==> config.mk <==
export PLATFORM = sky130hd
export DESIGN_NAME = csm_core
export DESIGN_NICKNAME = d
export VERILOG_FILES = /design/src/include/csm_pkg.sv /design/src/hdl/csm_tick.sv /design/src/hdl/csm_buf.sv /design/src/hdl/csm_core.sv
export VERILOG_INCLUDE_DIRS = /design/src /design/src/include
export SDC_FILE = /design/constraint.sdc
export NUM_CORES = 2
export LEC_CHECK = 0
export BUFFER_PORTS_ARGS = -buffer_cell sky130_fd_sc_hd__buf_2
export CAP_MARGIN = 20
export CORE_ASPECT_RATIO = 2
export CORE_MARGIN = 8
export CORE_UTILIZATION = 46
export DETAILED_ROUTE_END_ITERATION = 10
export PLACE_DENSITY = 0.59
export REMOVE_ABC_BUFFERS = 1
export SLEW_MARGIN = 25
export SYNTH_ARGS = -nofsm -noshare
export SYNTH_HDL_FRONTEND = slang
export SYNTH_SLANG_ARGS = --single-unit
==> constraint.sdc <==
create_clock -name clock_in -period 9.5 [get_ports clock_in]
set_input_delay 1.9 -clock clock_in [delete_from_list [all_inputs] [get_ports clock_in]]
set_output_delay 1.9 -clock clock_in [all_outputs]
set_load 0.05 [all_outputs]
==> src/include/csm_defs.svh <==
// object indices, reset values, mode codes and timing for the cyclic setpoint block
`ifndef CSM_DEFS_SVH
`define CSM_DEFS_SVH
`define CSM_IDX_CTRL      16'h6040
`define CSM_IDX_STAT      16'h6041
`define CSM_IDX_QS_OPT    16'h605a
`define CSM_IDX_MODE      16'h6060
`define CSM_IDX_ACT_POS   16'h6064
`define CSM_IDX_FE_WIN    16'h6065
`define CSM_IDX_FE_TO     16'h6066
`define CSM_IDX_ACT_VEL   16'h606c
`define CSM_IDX_TRQ_SP    16'h6071
`define CSM_IDX_MAX_TRQ   16'h6072
`define CSM_IDX_MAX_CUR   16'h6073
`define CSM_IDX_POS_SP    16'h607a
`define CSM_IDX_RANGE     16'h607b
`define CSM_IDX_SW_LIM    16'h607d
`define CSM_IDX_MAX_SPD   16'h6080
`define CSM_IDX_QS_DEC    16'h6085
`define CSM_IDX_IP_TIME   16'h60c2
`define CSM_IDX_FE_ACT    16'h60f4
`define CSM_IDX_VEL_SP    16'h60ff
`define CSM_SUB_0         8'h00
`define CSM_SUB_1         8'h01
`define CSM_SUB_2         8'h02
`define CSM_MODE_POS      8'h08
`define CSM_MODE_VEL      8'h09
`define CSM_MODE_TRQ      8'h0a
`define CSM_IP_IDX_MS     8'hfd
`define CSM_RST_IP_PER    8'h01
`define CSM_RST_MIN       32'h80000000
`define CSM_RST_MAX       32'h7fffffff
`define CSM_RST_U16_MAX   16'hffff
`define CSM_BIT_SYNC      8
`define CSM_BIT_LIMIT     11
`define CSM_BIT_FOLLOW    12
`define CSM_BIT_FERR      13
`define CSM_CLK_KHZ       25000
`define CSM_BASE_MS       1
`define CSM_MS_CYCLES     (`CSM_BASE_MS * `CSM_CLK_KHZ)
`endif

==> src/include/csm_pkg.sv <==
// types shared by the cyclic setpoint block
package csm_pkg;
  typedef enum logic [1:0] {CSM_NONE, CSM_POS, CSM_VEL, CSM_TRQ} csm_mode_t;
endpackage

==> src/hdl/csm_tick.sv <==
// one-millisecond enable pulse divided from the system clock
`timescale 1ns/1ps
module csm_tick
  import csm_pkg::*;
#(
  parameter int MS_CYCLES = 25000
)
(
  input  wire logic clock_in,
  input  wire logic rst_n_in,
  output logic      ms_tick_out
);
  typedef struct packed
  {
    logic [15:0] cnt;
    logic        tick;
  } csm_tick_st_t;

  localparam logic [15:0] LAST = 16'(MS_CYCLES - 1);

  csm_tick_st_t st;
  csm_tick_st_t next_st;

  always_comb
  begin
    next_st = st;
    next_st.tick = 1'b0;
    if (st.cnt == LAST)
    begin
      next_st.cnt = 16'h0;
      next_st.tick = 1'b1;
    end
    else
    begin
      next_st.cnt = st.cnt + 16'h1;
    end
  end

  always_ff @(posedge clock_in or negedge rst_n_in)
  begin
    if (!rst_n_in)
      st <= '0;
    else
      st <= next_st;
  end

  assign ms_tick_out = st.tick;
endmodule

==> src/hdl/csm_buf.sv <==
// two-entry setpoint buffer with valid and ready on both sides
`timescale 1ns/1ps
module csm_buf
  import csm_pkg::*;
(
  input  wire logic        clock_in,
  input  wire logic        rst_n_in,
  input  wire logic        in_valid_in,
  input  wire logic [33:0] in_data_in,
  output logic             in_ready_out,
  output logic             out_valid_out,
  output logic [33:0]      out_data_out,
  input  wire logic        out_ready_in
);
  typedef struct packed
  {
    logic [1:0][33:0] mem;
    logic [1:0]       cnt;
  } csm_buf_st_t;

  csm_buf_st_t st;
  csm_buf_st_t next_st;
  logic        push;
  logic        pop;

  assign in_ready_out  = (st.cnt != 2'h2);
  assign out_valid_out = (st.cnt != 2'h0);
  assign out_data_out  = st.mem[0];
  assign push          = in_valid_in && in_ready_out;
  assign pop           = out_valid_out && out_ready_in;

  always_comb
  begin
    next_st = st;
    if (pop)
    begin
      next_st.mem[0] = st.mem[1];
    end
    if (push)
    begin
      if (st.cnt == 2'h0 || (st.cnt == 2'h1 && pop))
        next_st.mem[0] = in_data_in;
      else
        next_st.mem[1] = in_data_in;
    end
    next_st.cnt = st.cnt + {1'b0, push} - {1'b0, pop};
  end

  always_ff @(posedge clock_in or negedge rst_n_in)
  begin
    if (!rst_n_in)
      st <= '0;
    else
      st <= next_st;
  end
endmodule

==> src/hdl/csm_core.sv <==
// cyclic synchronous position, velocity and torque setpoint handling
//
// Summary of operation
// - mode value 8 selects cyclic position
// - mode value 9 selects cyclic velocity
// - mode value 10 selects cyclic torque
// - no ramps; each setpoint passed on directly
// - absolute target; repeats within cycle harmless
// - position targets need no control bit 4
// - control bits carry no mode meaning
// - status bit 8 shows fieldbus sync
// - position: bit 12 gates target use
// - velocity: bit 12 gates target use
// - torque: bit 12 gates target use
// - status bit 11 flags software limit
// - status bit 13 flags timed following error
// - following error timeout counts milliseconds
// - cycle time is period times ten-power index
// - only index -3, one millisecond base
// - position setpoint confined to software limits
// - range overrun wraps within position range
// - quick stop hands deceleration and option on
// - torque mode needs closed loop active
// - actual position, velocity, error are readable
// - torque limited by smaller of two maxima
`timescale 1ns/1ps
`include "csm_defs.svh"
module csm_core
  import csm_pkg::*;
#(
  parameter int MS_CYCLES = `CSM_MS_CYCLES
)
(
  input  wire logic        clock_in,
  input  wire logic        rst_n_in,
  input  wire logic [15:0] obj_index_in,
  input  wire logic [7:0]  obj_sub_in,
  input  wire logic        obj_wr_in,
  input  wire logic        obj_rd_in,
  input  wire logic [31:0] obj_wdata_in,
  output logic [31:0]      obj_rdata_out,
  output logic             obj_ack_out,
  output logic             obj_err_out,
  input  wire logic        sync_in,
  input  wire logic        op_enabled_in,
  input  wire logic        closed_loop_in,
  input  wire logic        quick_stop_in,
  input  wire logic [31:0] act_pos_in,
  input  wire logic [31:0] act_vel_in,
  output logic [15:0]      status_word_out,
  output logic [15:0]      control_word_out,
  output logic             sp_valid_out,
  output logic [1:0]       sp_mode_out,
  output logic [31:0]      sp_value_out,
  input  wire logic        sp_ready_in,
  output logic             qs_active_out,
  output logic [31:0]      qs_decel_out,
  output logic [15:0]      qs_option_out
);
  typedef struct packed
  {
    logic [15:0] ctrl;
    logic [7:0]  mode_sel;
    logic [31:0] fe_win;
    logic [15:0] fe_to;
    logic [15:0] trq_sp;
    logic [31:0] pos_sp;
    logic [31:0] vel_sp;
    logic [31:0] rng_min;
    logic [31:0] rng_max;
    logic [31:0] sw_min;
    logic [31:0] sw_max;
    logic [31:0] qs_dec;
    logic [15:0] qs_opt;
    logic [15:0] max_trq;
    logic [15:0] max_cur;
    logic [31:0] max_spd;
    logic [7:0]  ip_per;
    logic [7:0]  ip_idx;
    logic [15:0] ms_since;
    logic        in_sync;
    logic [31:0] dem_pos;
    logic        lim_hit;
    logic [15:0] fe_cnt;
    logic        fe_flag;
    logic        push_v;
    logic [33:0] push_data;
    logic [31:0] rdata;
    logic        ack;
    logic        err;
  } csm_core_st_t;

  csm_core_st_t st;
  csm_core_st_t next_st;
  logic         ms_tick;
  logic         buf_ready;
  logic [33:0]  buf_data;
  csm_mode_t    mode;
  logic         follow;
  logic [31:0]  fe_act;
  logic [31:0]  fe_abs;
  logic         outside;
  logic [31:0]  pos_wrapped;
  logic [15:0]  trq_lim;
  logic [31:0]  sel_sp;

  function automatic logic [31:0] clamp(input logic [31:0] v,
                                        input logic [31:0] lo,
                                        input logic [31:0] hi);
    if ($signed(v) < $signed(lo))
      return lo;
    else if ($signed(v) > $signed(hi))
      return hi;
    else
      return v;
  endfunction

  function automatic logic [31:0] wrap(input logic [31:0] v,
                                       input logic [31:0] lo,
                                       input logic [31:0] hi);
    logic [31:0] span;
    span = hi - lo + 32'h1;
    if ($signed(lo) >= $signed(hi))
      return v;
    else if ($signed(v) > $signed(hi))
      return v - span;
    else if ($signed(v) < $signed(lo))
      return v + span;
    else
      return v;
  endfunction

  function automatic csm_mode_t decode_mode(input logic [7:0] sel,
                                            input logic       closed);
    if (sel == `CSM_MODE_POS)
      return CSM_POS;
    else if (sel == `CSM_MODE_VEL)
      return CSM_VEL;
    else if (sel == `CSM_MODE_TRQ && closed)
      return CSM_TRQ;
    else
      return CSM_NONE;
  endfunction

  csm_tick #(
    .MS_CYCLES (MS_CYCLES)
  ) u_tick (
    .clock_in    (clock_in),
    .rst_n_in    (rst_n_in),
    .ms_tick_out (ms_tick)
  );

  csm_buf u_buf (
    .clock_in      (clock_in),
    .rst_n_in      (rst_n_in),
    .in_valid_in   (st.push_v),
    .in_data_in    (st.push_data),
    .in_ready_out  (buf_ready),
    .out_valid_out (sp_valid_out),
    .out_data_out  (buf_data),
    .out_ready_in  (sp_ready_in)
  );

  // mode and follow status; control word bits take no part here
  assign mode    = decode_mode(st.mode_sel, closed_loop_in);
  assign follow  = st.in_sync && mode != CSM_NONE && op_enabled_in
                   && !quick_stop_in;
  assign fe_act  = act_pos_in - st.dem_pos;
  assign fe_abs  = fe_act[31] ? (32'h0 - fe_act) : fe_act;
  assign outside = fe_abs > st.fe_win;
  assign pos_wrapped = wrap(st.pos_sp, st.rng_min, st.rng_max);
  assign trq_lim = (st.max_trq < st.max_cur) ? st.max_trq : st.max_cur;

  always_comb
  begin
    unique case (mode)
      CSM_POS: sel_sp = clamp(pos_wrapped, st.sw_min, st.sw_max);
      CSM_VEL: sel_sp = clamp(st.vel_sp, 32'h0 - st.max_spd, st.max_spd);
      CSM_TRQ: sel_sp = clamp({{16{st.trq_sp[15]}}, st.trq_sp},
                              32'h0 - {16'h0, trq_lim}, {16'h0, trq_lim});
      CSM_NONE: sel_sp = 32'h0;
    endcase
  end

  always_comb
  begin
    next_st = st;
    next_st.ack = 1'b0;
    next_st.err = 1'b0;

    // object writes; setpoints simply overwrite, last one per cycle wins
    if (obj_wr_in)
    begin
      next_st.ack = 1'b1;
      unique case ({obj_index_in, obj_sub_in})
        {`CSM_IDX_CTRL, `CSM_SUB_0}: next_st.ctrl = obj_wdata_in[15:0];
        {`CSM_IDX_MODE, `CSM_SUB_0}: next_st.mode_sel = obj_wdata_in[7:0];
        {`CSM_IDX_FE_WIN, `CSM_SUB_0}: next_st.fe_win = obj_wdata_in;
        {`CSM_IDX_FE_TO, `CSM_SUB_0}: next_st.fe_to = obj_wdata_in[15:0];
        {`CSM_IDX_TRQ_SP, `CSM_SUB_0}: next_st.trq_sp = obj_wdata_in[15:0];
        {`CSM_IDX_POS_SP, `CSM_SUB_0}: next_st.pos_sp = obj_wdata_in;
        {`CSM_IDX_VEL_SP, `CSM_SUB_0}: next_st.vel_sp = obj_wdata_in;
        {`CSM_IDX_RANGE, `CSM_SUB_1}: next_st.rng_min = obj_wdata_in;
        {`CSM_IDX_RANGE, `CSM_SUB_2}: next_st.rng_max = obj_wdata_in;
        {`CSM_IDX_SW_LIM, `CSM_SUB_1}: next_st.sw_min = obj_wdata_in;
        {`CSM_IDX_SW_LIM, `CSM_SUB_2}: next_st.sw_max = obj_wdata_in;
        {`CSM_IDX_QS_DEC, `CSM_SUB_0}: next_st.qs_dec = obj_wdata_in;
        {`CSM_IDX_QS_OPT, `CSM_SUB_0}: next_st.qs_opt = obj_wdata_in[15:0];
        {`CSM_IDX_MAX_TRQ, `CSM_SUB_0}: next_st.max_trq = obj_wdata_in[15:0];
        {`CSM_IDX_MAX_CUR, `CSM_SUB_0}: next_st.max_cur = obj_wdata_in[15:0];
        {`CSM_IDX_MAX_SPD, `CSM_SUB_0}: next_st.max_spd = obj_wdata_in;
        {`CSM_IDX_IP_TIME, `CSM_SUB_1}: next_st.ip_per = obj_wdata_in[7:0];
        {`CSM_IDX_IP_TIME, `CSM_SUB_2}:
        begin
          if (obj_wdata_in[7:0] != `CSM_IP_IDX_MS)
            next_st.err = 1'b1;
        end
        default: next_st.err = 1'b1;
      endcase
    end
    else if (obj_rd_in)
    begin
      next_st.ack = 1'b1;
      next_st.rdata = 32'h0;
      unique case ({obj_index_in, obj_sub_in})
        {`CSM_IDX_CTRL, `CSM_SUB_0}: next_st.rdata = {16'h0, st.ctrl};
        {`CSM_IDX_STAT, `CSM_SUB_0}: next_st.rdata = {16'h0, status_word_out};
        {`CSM_IDX_MODE, `CSM_SUB_0}: next_st.rdata = {24'h0, st.mode_sel};
        {`CSM_IDX_ACT_POS, `CSM_SUB_0}: next_st.rdata = act_pos_in;
        {`CSM_IDX_ACT_VEL, `CSM_SUB_0}: next_st.rdata = act_vel_in;
        {`CSM_IDX_FE_ACT, `CSM_SUB_0}: next_st.rdata = fe_act;
        {`CSM_IDX_FE_WIN, `CSM_SUB_0}: next_st.rdata = st.fe_win;
        {`CSM_IDX_FE_TO, `CSM_SUB_0}: next_st.rdata = {16'h0, st.fe_to};
        {`CSM_IDX_TRQ_SP, `CSM_SUB_0}: next_st.rdata = {16'h0, st.trq_sp};
        {`CSM_IDX_POS_SP, `CSM_SUB_0}: next_st.rdata = st.pos_sp;
        {`CSM_IDX_VEL_SP, `CSM_SUB_0}: next_st.rdata = st.vel_sp;
        {`CSM_IDX_RANGE, `CSM_SUB_1}: next_st.rdata = st.rng_min;
        {`CSM_IDX_RANGE, `CSM_SUB_2}: next_st.rdata = st.rng_max;
        {`CSM_IDX_SW_LIM, `CSM_SUB_1}: next_st.rdata = st.sw_min;
        {`CSM_IDX_SW_LIM, `CSM_SUB_2}: next_st.rdata = st.sw_max;
        {`CSM_IDX_QS_DEC, `CSM_SUB_0}: next_st.rdata = st.qs_dec;
        {`CSM_IDX_QS_OPT, `CSM_SUB_0}: next_st.rdata = {16'h0, st.qs_opt};
        {`CSM_IDX_MAX_TRQ, `CSM_SUB_0}: next_st.rdata = {16'h0, st.max_trq};
        {`CSM_IDX_MAX_CUR, `CSM_SUB_0}: next_st.rdata = {16'h0, st.max_cur};
        {`CSM_IDX_MAX_SPD, `CSM_SUB_0}: next_st.rdata = st.max_spd;
        {`CSM_IDX_IP_TIME, `CSM_SUB_1}: next_st.rdata = {24'h0, st.ip_per};
        {`CSM_IDX_IP_TIME, `CSM_SUB_2}: next_st.rdata = {{24{st.ip_idx[7]}}, st.ip_idx};
        default: next_st.err = 1'b1;
      endcase
    end

    // cycle supervision in whole milliseconds
    if (ms_tick && st.ms_since != 16'hffff)
    begin
      next_st.ms_since = st.ms_since + 16'h1;
    end
    if (sync_in)
    begin
      next_st.ms_since = 16'h0;
      next_st.in_sync = (st.ip_per != 8'h0)
                        && (st.ms_since + 16'h1 >= {8'h0, st.ip_per})
                        && (st.ms_since <= {8'h0, st.ip_per} + 16'h1);
    end
    else if (st.ms_since > {8'h0, st.ip_per} + 16'h1)
    begin
      next_st.in_sync = 1'b0;
    end

    // hand the accepted setpoint on, holding it while the buffer is full
    if (st.push_v && buf_ready)
    begin
      next_st.push_v = 1'b0;
    end
    if (sync_in && follow && !(st.push_v && !buf_ready))
    begin
      next_st.push_v = 1'b1;
      next_st.push_data = {mode, sel_sp};
      if (mode == CSM_POS)
      begin
        next_st.dem_pos = sel_sp;
        next_st.lim_hit = ($signed(pos_wrapped) < $signed(st.sw_min))
                          || ($signed(pos_wrapped) > $signed(st.sw_max));
      end
    end

    // following error corridor in position mode only
    if (mode != CSM_POS)
    begin
      next_st.lim_hit = 1'b0;
      next_st.fe_cnt = 16'h0;
      next_st.fe_flag = 1'b0;
    end
    else if (!outside)
    begin
      next_st.fe_cnt = 16'h0;
      next_st.fe_flag = 1'b0;
    end
    else
    begin
      if (ms_tick && st.fe_cnt != 16'hffff)
      begin
        next_st.fe_cnt = st.fe_cnt + 16'h1;
      end
      if (st.fe_cnt > st.fe_to)
      begin
        next_st.fe_flag = 1'b1;
      end
    end
  end

  always_ff @(posedge clock_in or negedge rst_n_in)
  begin
    if (!rst_n_in)
    begin
      st <= '0;
      st.rng_min <= `CSM_RST_MIN;
      st.rng_max <= `CSM_RST_MAX;
      st.sw_min <= `CSM_RST_MIN;
      st.sw_max <= `CSM_RST_MAX;
      st.max_trq <= `CSM_RST_U16_MAX;
      st.max_cur <= `CSM_RST_U16_MAX;
      st.max_spd <= `CSM_RST_MAX;
      st.ip_per <= `CSM_RST_IP_PER;
      st.ip_idx <= `CSM_IP_IDX_MS;
      st.ms_since <= `CSM_RST_U16_MAX;
    end
    else
    begin
      st <= next_st;
    end
  end

  always_comb
  begin
    status_word_out = 16'h0;
    status_word_out[`CSM_BIT_SYNC] = st.in_sync;
    status_word_out[`CSM_BIT_LIMIT] = st.lim_hit;
    status_word_out[`CSM_BIT_FOLLOW] = follow;
    status_word_out[`CSM_BIT_FERR] = st.fe_flag;
  end

  // quick stop parameters reach the loop while the stop is requested
  assign qs_active_out    = quick_stop_in;
  assign qs_decel_out     = st.qs_dec;
  assign qs_option_out    = st.qs_opt;
  assign control_word_out = st.ctrl;
  assign sp_mode_out      = buf_data[33:32];
  assign sp_value_out     = buf_data[31:0];
  assign obj_rdata_out    = st.rdata;
  assign obj_ack_out      = st.ack;
  assign obj_err_out      = st.err;
endmodule

After elaboration in Yosys (flattened, before gate mapping)
Cells that the tools add are included.
- bits in latches: 0
- input bits: 129
- output and inout port bits: 150
- memory bits (read-only): 0
- register bits after elaboration: 623
- logic and storage cells: 192
- RAM bits: 0
- memories: 0
- reduce and logical (&&, ||, !) cells: 52
- add/subtract/negate cells: 14
- muxes and demuxes: 39
- shift-type cells: 0
- divide/modulo/power cells: 0
- order comparisons: 15
- multiply operators: 0
- bitwise operators: 2
- equal/unequal tests: 37
- operator list (kind ; number):
    $pmux W32 S22 ; 1
    $eq A24 B23 Y1 const B ; 22
    $mux W32 ; 10
    $gt A32 B32 Y1 ; 4
    $pmux W32 S4 ; 1
    $mux W34 ; 3
    $lt A32 B32 Y1 ; 3
    $sub A32 B32 Y32 ; 3
    $mux W16 ; 5
    $sub A1 B32 Y32 const A ; 2
    $add A16 B1 Y16 const B ; 3
    $reduce_and A2 Y1 ; 21
    $mux W35 ; 1
    $mux W17 ; 2
    $add A32 B1 Y32 const B ; 1
    $add A32 B32 Y32 ; 1
    $ge A32 B32 Y1 ; 1
    $ne A16 B16 Y1 const B ; 2
    $eq A8 B4 Y1 const B ; 3
    $reduce_or A22 Y1 ; 1
    $gt A16 B17 Y1 ; 1
    $lt A16 B17 Y1 ; 1
    $reduce_or A17 Y1 ; 1
    $sub A1 B16 Y17 const A ; 1
    other kinds (25) ; 65

Logic depth before layout (Yosys ltp)
- depth in word-level cells: 13
- mapped depth: 41
- mapped depth without buffers: 39

Cells and area by module
A second synthesis with hierarchy kept.
- cell total of the unflattened synthesis: 5079
- area, all modules: 48459.0 sq um
- by module, submodules not included (module ; cells each ; instances ; sequential area each (sq um) ; area an instance (sq um)):
    csm_core ; 4784 ; 1 ; 13593.0 ; 44341.3
    csm_buf ; 230 ; 1 ; 1751.7 ; 3350.7
    csm_tick ; 65 ; 1 ; 425.4 ; 767.0

Worst setup path after synthesis
No wires, ideal clock.
- kind: reg-to-reg
- from: register st[336] (netlist name)
- to: register st[117] (netlist name)
- stages on the path, launching flop included: 38
- library setup time: 132 ps
- period minus slack after synthesis: 7647 ps
- arrival: 7515 ps
- required time: 9368 ps
- path buffers: 3
- slack: 1853 ps
- cells stage by stage: dfstp_2 -> inv_1 -> ha_1 -> ha_1 -> a21o_1 -> a2111oi_0 -> a21o_1 -> a21oi_1 -> a211oi_1 -> o21ai_0 -> nand4_1 -> nand2_1 -> a31o_2 -> a21o_1 -> xor2_1 -> ha_1 -> clkbuf_1 -> inv_1 -> [2 not listed] -> o21bai_1 -> nor2b_1 -> a21oi_1 -> o311ai_0 -> o21ai_0 -> ha_1 -> nand2_1 -> nor4_1 -> nand2_1 -> a2111oi_0 -> a21oi_1 -> or2_2 -> o21ai_1 -> buf_2 -> buf_2 -> o21ai_0 -> a31oi_1 -> o22ai_1
- word-level cells in the longest chain between the ends: 10
- elaborated cells on any way between the ends: 14
- those cells by class: 4 x add/sub; 4 x order compare; 6 x mux
- ends and longest elaborated chain (element ; line ; source):
    start: declaration ; csm_core.sv:93 ; csm_core_st_t st;
    start signal: assignment ; csm_core.sv:329 ; st <= next_st;
    $sub A32 B32 Y32 ; csm_core.sv:122 ; span = hi - lo + 32'h1;
    $add A32 B1 Y32 ; csm_core.sv:122 ;
    $add A32 B32 Y32 ; csm_core.sv:128 ; return v + span;
    $mux W32 ; csm_core.sv:127 ; else if ($signed(v) < $signed(lo))
    $mux W32 ; csm_core.sv:125 ; else if ($signed(v) > $signed(hi))
    $mux W32 (*) ; csm_core.sv:123 ; if ($signed(lo) >= $signed(hi))
    $gt A32 B32 Y1 ; csm_core.sv:112 ; else if ($signed(v) > $signed(hi))
    $mux W32 ; csm_core.sv:112 ;
    $mux W32 (*) ; csm_core.sv:110 ; if ($signed(v) < $signed(lo))
    $pmux W32 S4 (*) ; csm_core.sv:176 ; unique case (mode)
Every way passes the cells marked *; elsewhere a longest branch is shown, timed or not.
A chain may end at the register's enable or synchronous reset.

Worst setup path in the final report
- from: register st[339] (netlist name)
- to: register st[39] (netlist name)
Same word-level chain as after synthesis.

==> metrics.md <==
| Metric | Value |
|---|---|
| Mapped Area | `0.04817 mm2` |
| Req. time, crit path | `about 10 ns` |
| Initial Utilization | `46.21%` |
| Final non-filler cell area | `0.05254 mm2` |
| Post-layout util | `50.39%` |
| Post-synth EDFFs | `0` |
| Prevailing post-synth register cell | `dfrtp_1` |
| Leading area contributor after synthesis | `dfrtp_1` |
| Critical path peak fanout | `21` |
| CTS tree | `done` |
| Post-Syn Instances | `5,190` |
| Die ar. | `between 0.1 and 0.15 mm2` |
| Synth Area in Adders | `between 10% and 20%` |
| RSZ-0062 raised after global routing | `false` |
| Tcrit/Tclk final | `around 94%` |
| Routed len/inst | `29.94 um` |
| Post-CTS Resized | `0` |
| Via/cell ratio | `roughly 6.3` |
| Slew HR | `23.24%` |
| Actual slew at the worst max-slew pin | `1.151 ns` |
| Detailed placement HPWL | `between 150,000 and 200,000 um` |
| Hold Crit Class | `reg -> reg` |
| Simple-Gate Fraction of Synth Area | `between 10% and 20%` |
| Fmax | `between 100 and 150 MHz` |
| IO Pins | `279` |
| Crit path capture type | `flop` |
| RR Endpoint | `st[39]` |
| All-Layer GR Usage | `33.60%` |
| Hold_ws | `0.4567 ns` |
| Status | `finished, final reports clean` |
| Pin count of the biggest net entering global routing | `156` |
| Leak | `roughly 0.024 uW` |
| Clk pin slew, worst setup/hold paths | `approximately 0.07 ns` |
| Worst vdd ir | `0.0001634 V` |
| Routability cong. | `0.9996` |
| DRT antenna net count | `0` |
| Share of cells above drive strength 1 | `22.13%` |
| Critical Path Source Type | `flop` |
| Clk buf depth | `3` |
| Post-synthesis compound-gate area fraction | `between 10% and 20%` |
| Power Density | `111.1 mW/mm2` |
| Die Ht | `between 400 and 500 um` |
| YS warnings | `0` |
| Worst path arrival time | `around 9.4 ns` |
| Initial antenna violation count | `9` |
| # rows | `168` |
| Placement Cell Area | `approximately 0.050 mm2` |
| Min cycle time layout | `8.886 ns` |
| CTS Sinks | `623` |
| Multiplexer area fraction after synthesis | `12.36%` |
| Pre-Repair DR Iteration Count | `6` |
| Setup TNS | `0 ns` |
| XOR/XNOR Fraction of Synth Area | `3.927%` |
| Critical R2R Launch | `st[339]` |
| Post-synth top area share | `24.88%` |
| Nets@finish | `5,918` |
| Max_cap viols | `0` |
| CP startpoint | `st[339]` |
| Number of DRC markers in iteration 0 | `3,925` |
| Grt total ovfl | `0` |
| Area delta synth->final | `9.059%` |
| Fraction of registers with async set/reset | `100.0%` |
| Die W | `244.8 um` |
| Setup slack, reg-to-reg | `0.61 ns` |
| Post-synth cell types | `90` |
| CP bufs+invs | `5` |
| Final hold vios | `0` |
| Largest family of logic cells by synthesized area | `compound AO/OA/AOI/OAI gates` |
| Mean post-synth cell area | `9.282 um2` |
| Skew final | `0.04419 ns` |
| Total CTS buffers | `around 60` |
| CP peak stage delay | `0.60 ns` |
| #FFs+latches synth | `623` |
| Final setup fails | `0` |
| H-tree levels | `2` |
| Clk Tree Root Cell | `clkbuf_16` |
| Most frequent cells in the layout | `ha_1 (507), dfrtp_1 (479), mux2_2 (449)` |
| First-pass GRT wire length | `290,100 um` |
| CTS hold repair buffers | `0` |
| Setup bufs post-CTS | `0` |
| CP delay by family, top | `compound AO/OA/AOI/OAI gates` |
| Clk Latency, worst-skew pair | `0.72 ns` |
| Vias in the first global route | `41,950` |
| Port-buffer cells | `between 200 and 300` |
| Reg2Reg Depth | `38` |
| Max-slew violations | `0` |
| CP max stage cell | `dfstp_2` |
| DRC | `0` |
| Critical path class | `reg -> reg` |
| WP depth | `38` |
| Setup crit end | `st[39]` |
| Via count | `42,440` |
| Area contributors post-synth | `dfrtp_1 (25%), ha_1 (13%), mux2_2 (10%)` |
| Post-Route WL | `200,400 um` |
| Register area share after synthesis | `32.74%` |
| Commonest non-fill, non-tap cell in the layout | `ha_1` |
| Core area | `0.1043 mm2` |
-- area by class of cell --
class | instances | area [um2]
fill | 9970 | 51720
multi-input combinational | 3812 | 29190
sequential | 623 | 15770
timing repair buffer | 401 | 2425
tap | 1360 | 1702
clock buffer | 83 | 1677
inverter | 381 | 1430
clock inverter | 24 | 322.8
antenna | 10 | 25.02
-- kinds of logic after synthesis --
group	Yosys count
multiplexers	538
AND/OR/NAND/NOR	1252
adder cells (fa/ha/maj)	511
AO/OA/AOI/OAI	1283
XOR/XNOR	216
flip-flops	623
buffers and inverters	766
other	1
-- worst min-delay path by stage --
stage	start	end	cells past startpoint
final	u_tick.st[1]	u_tick.st[1]	1
after global routing	u_tick.st[1]	u_tick.st[1]	1
after CTS	u_tick.st[1]	u_tick.st[1]	1
after detailed placement	u_tick.st[1]	u_tick.st[1]	1
after global placement	u_tick.st[1]	u_tick.st[1]	1
after floorplan	u_tick.st[1]	u_tick.st[1]	1
-- power breakdown --
group          switching, uW  internal (uW)
Combinational            428            180
Sequential              19.5           2670
Clock                   1160           1380
-- registers in the layout (all words and copies together), names as in the netlist --
name	cells
obj_ack_out	1
qs_decel_out	32
u_tick.st	16
status_word_out	3
u_tick.ms_tick_out	1
qs_option_out	16
st	435
control_word_out	16
obj_err_out	1
u_buf.st	36
obj_rdata_out	32
u_buf.out_data_out	34
-- worst reg2reg max path: cells and delay by family, from the launching register on --
kind	cells	cell delay, ns
AO/OA/AOI/OAI	18	3.81
AND/OR/NAND/NOR	9	1.55
adder cells (fa/ha/maj)	4	1.53
buffers and inverters	5	0.80
flip-flops	1	0.60
XOR/XNOR	2	0.42
-- per-layer routing --
layer	routed length (um)	track usage, %
met1	79560	41.40
met2	91730	54.18
met3	14740	6.180
met4	14370	20.42
met5	13	0
-- cell usage after synthesis (55+ instances only) --
cell and n:
nand4_1 92, nand2_1 349, nor2_1 333, mux2_2 449, nor2b_1 56, dfstp_2 144, a221oi_1 75, a31oi_1 55
xnor2_1 134, clkbuf_1 181, mux2i_1 87, a21o_1 99, nor3_1 88, a21oi_1 316, inv_1 381, buf_4 148
ha_1 507, dfrtp_1 479, o21ai_0 248, a22oi_1 56, xor2_1 82, nand3_1 117
-- per-stage QoR --
step	power [uW]	instances	setup WS (ns)
2_1_floorplan	3057	4816	0.3033
3_3_place_gp	3334	6572	0.3793
3_5_place_dp	3345	6575	0.2160
4_1_cts	5887	6682	0.1940
5_1_grt	6012	6687	0.05787
6_report	5835	6694	0.6139
(Power assumes the default switching activity.)
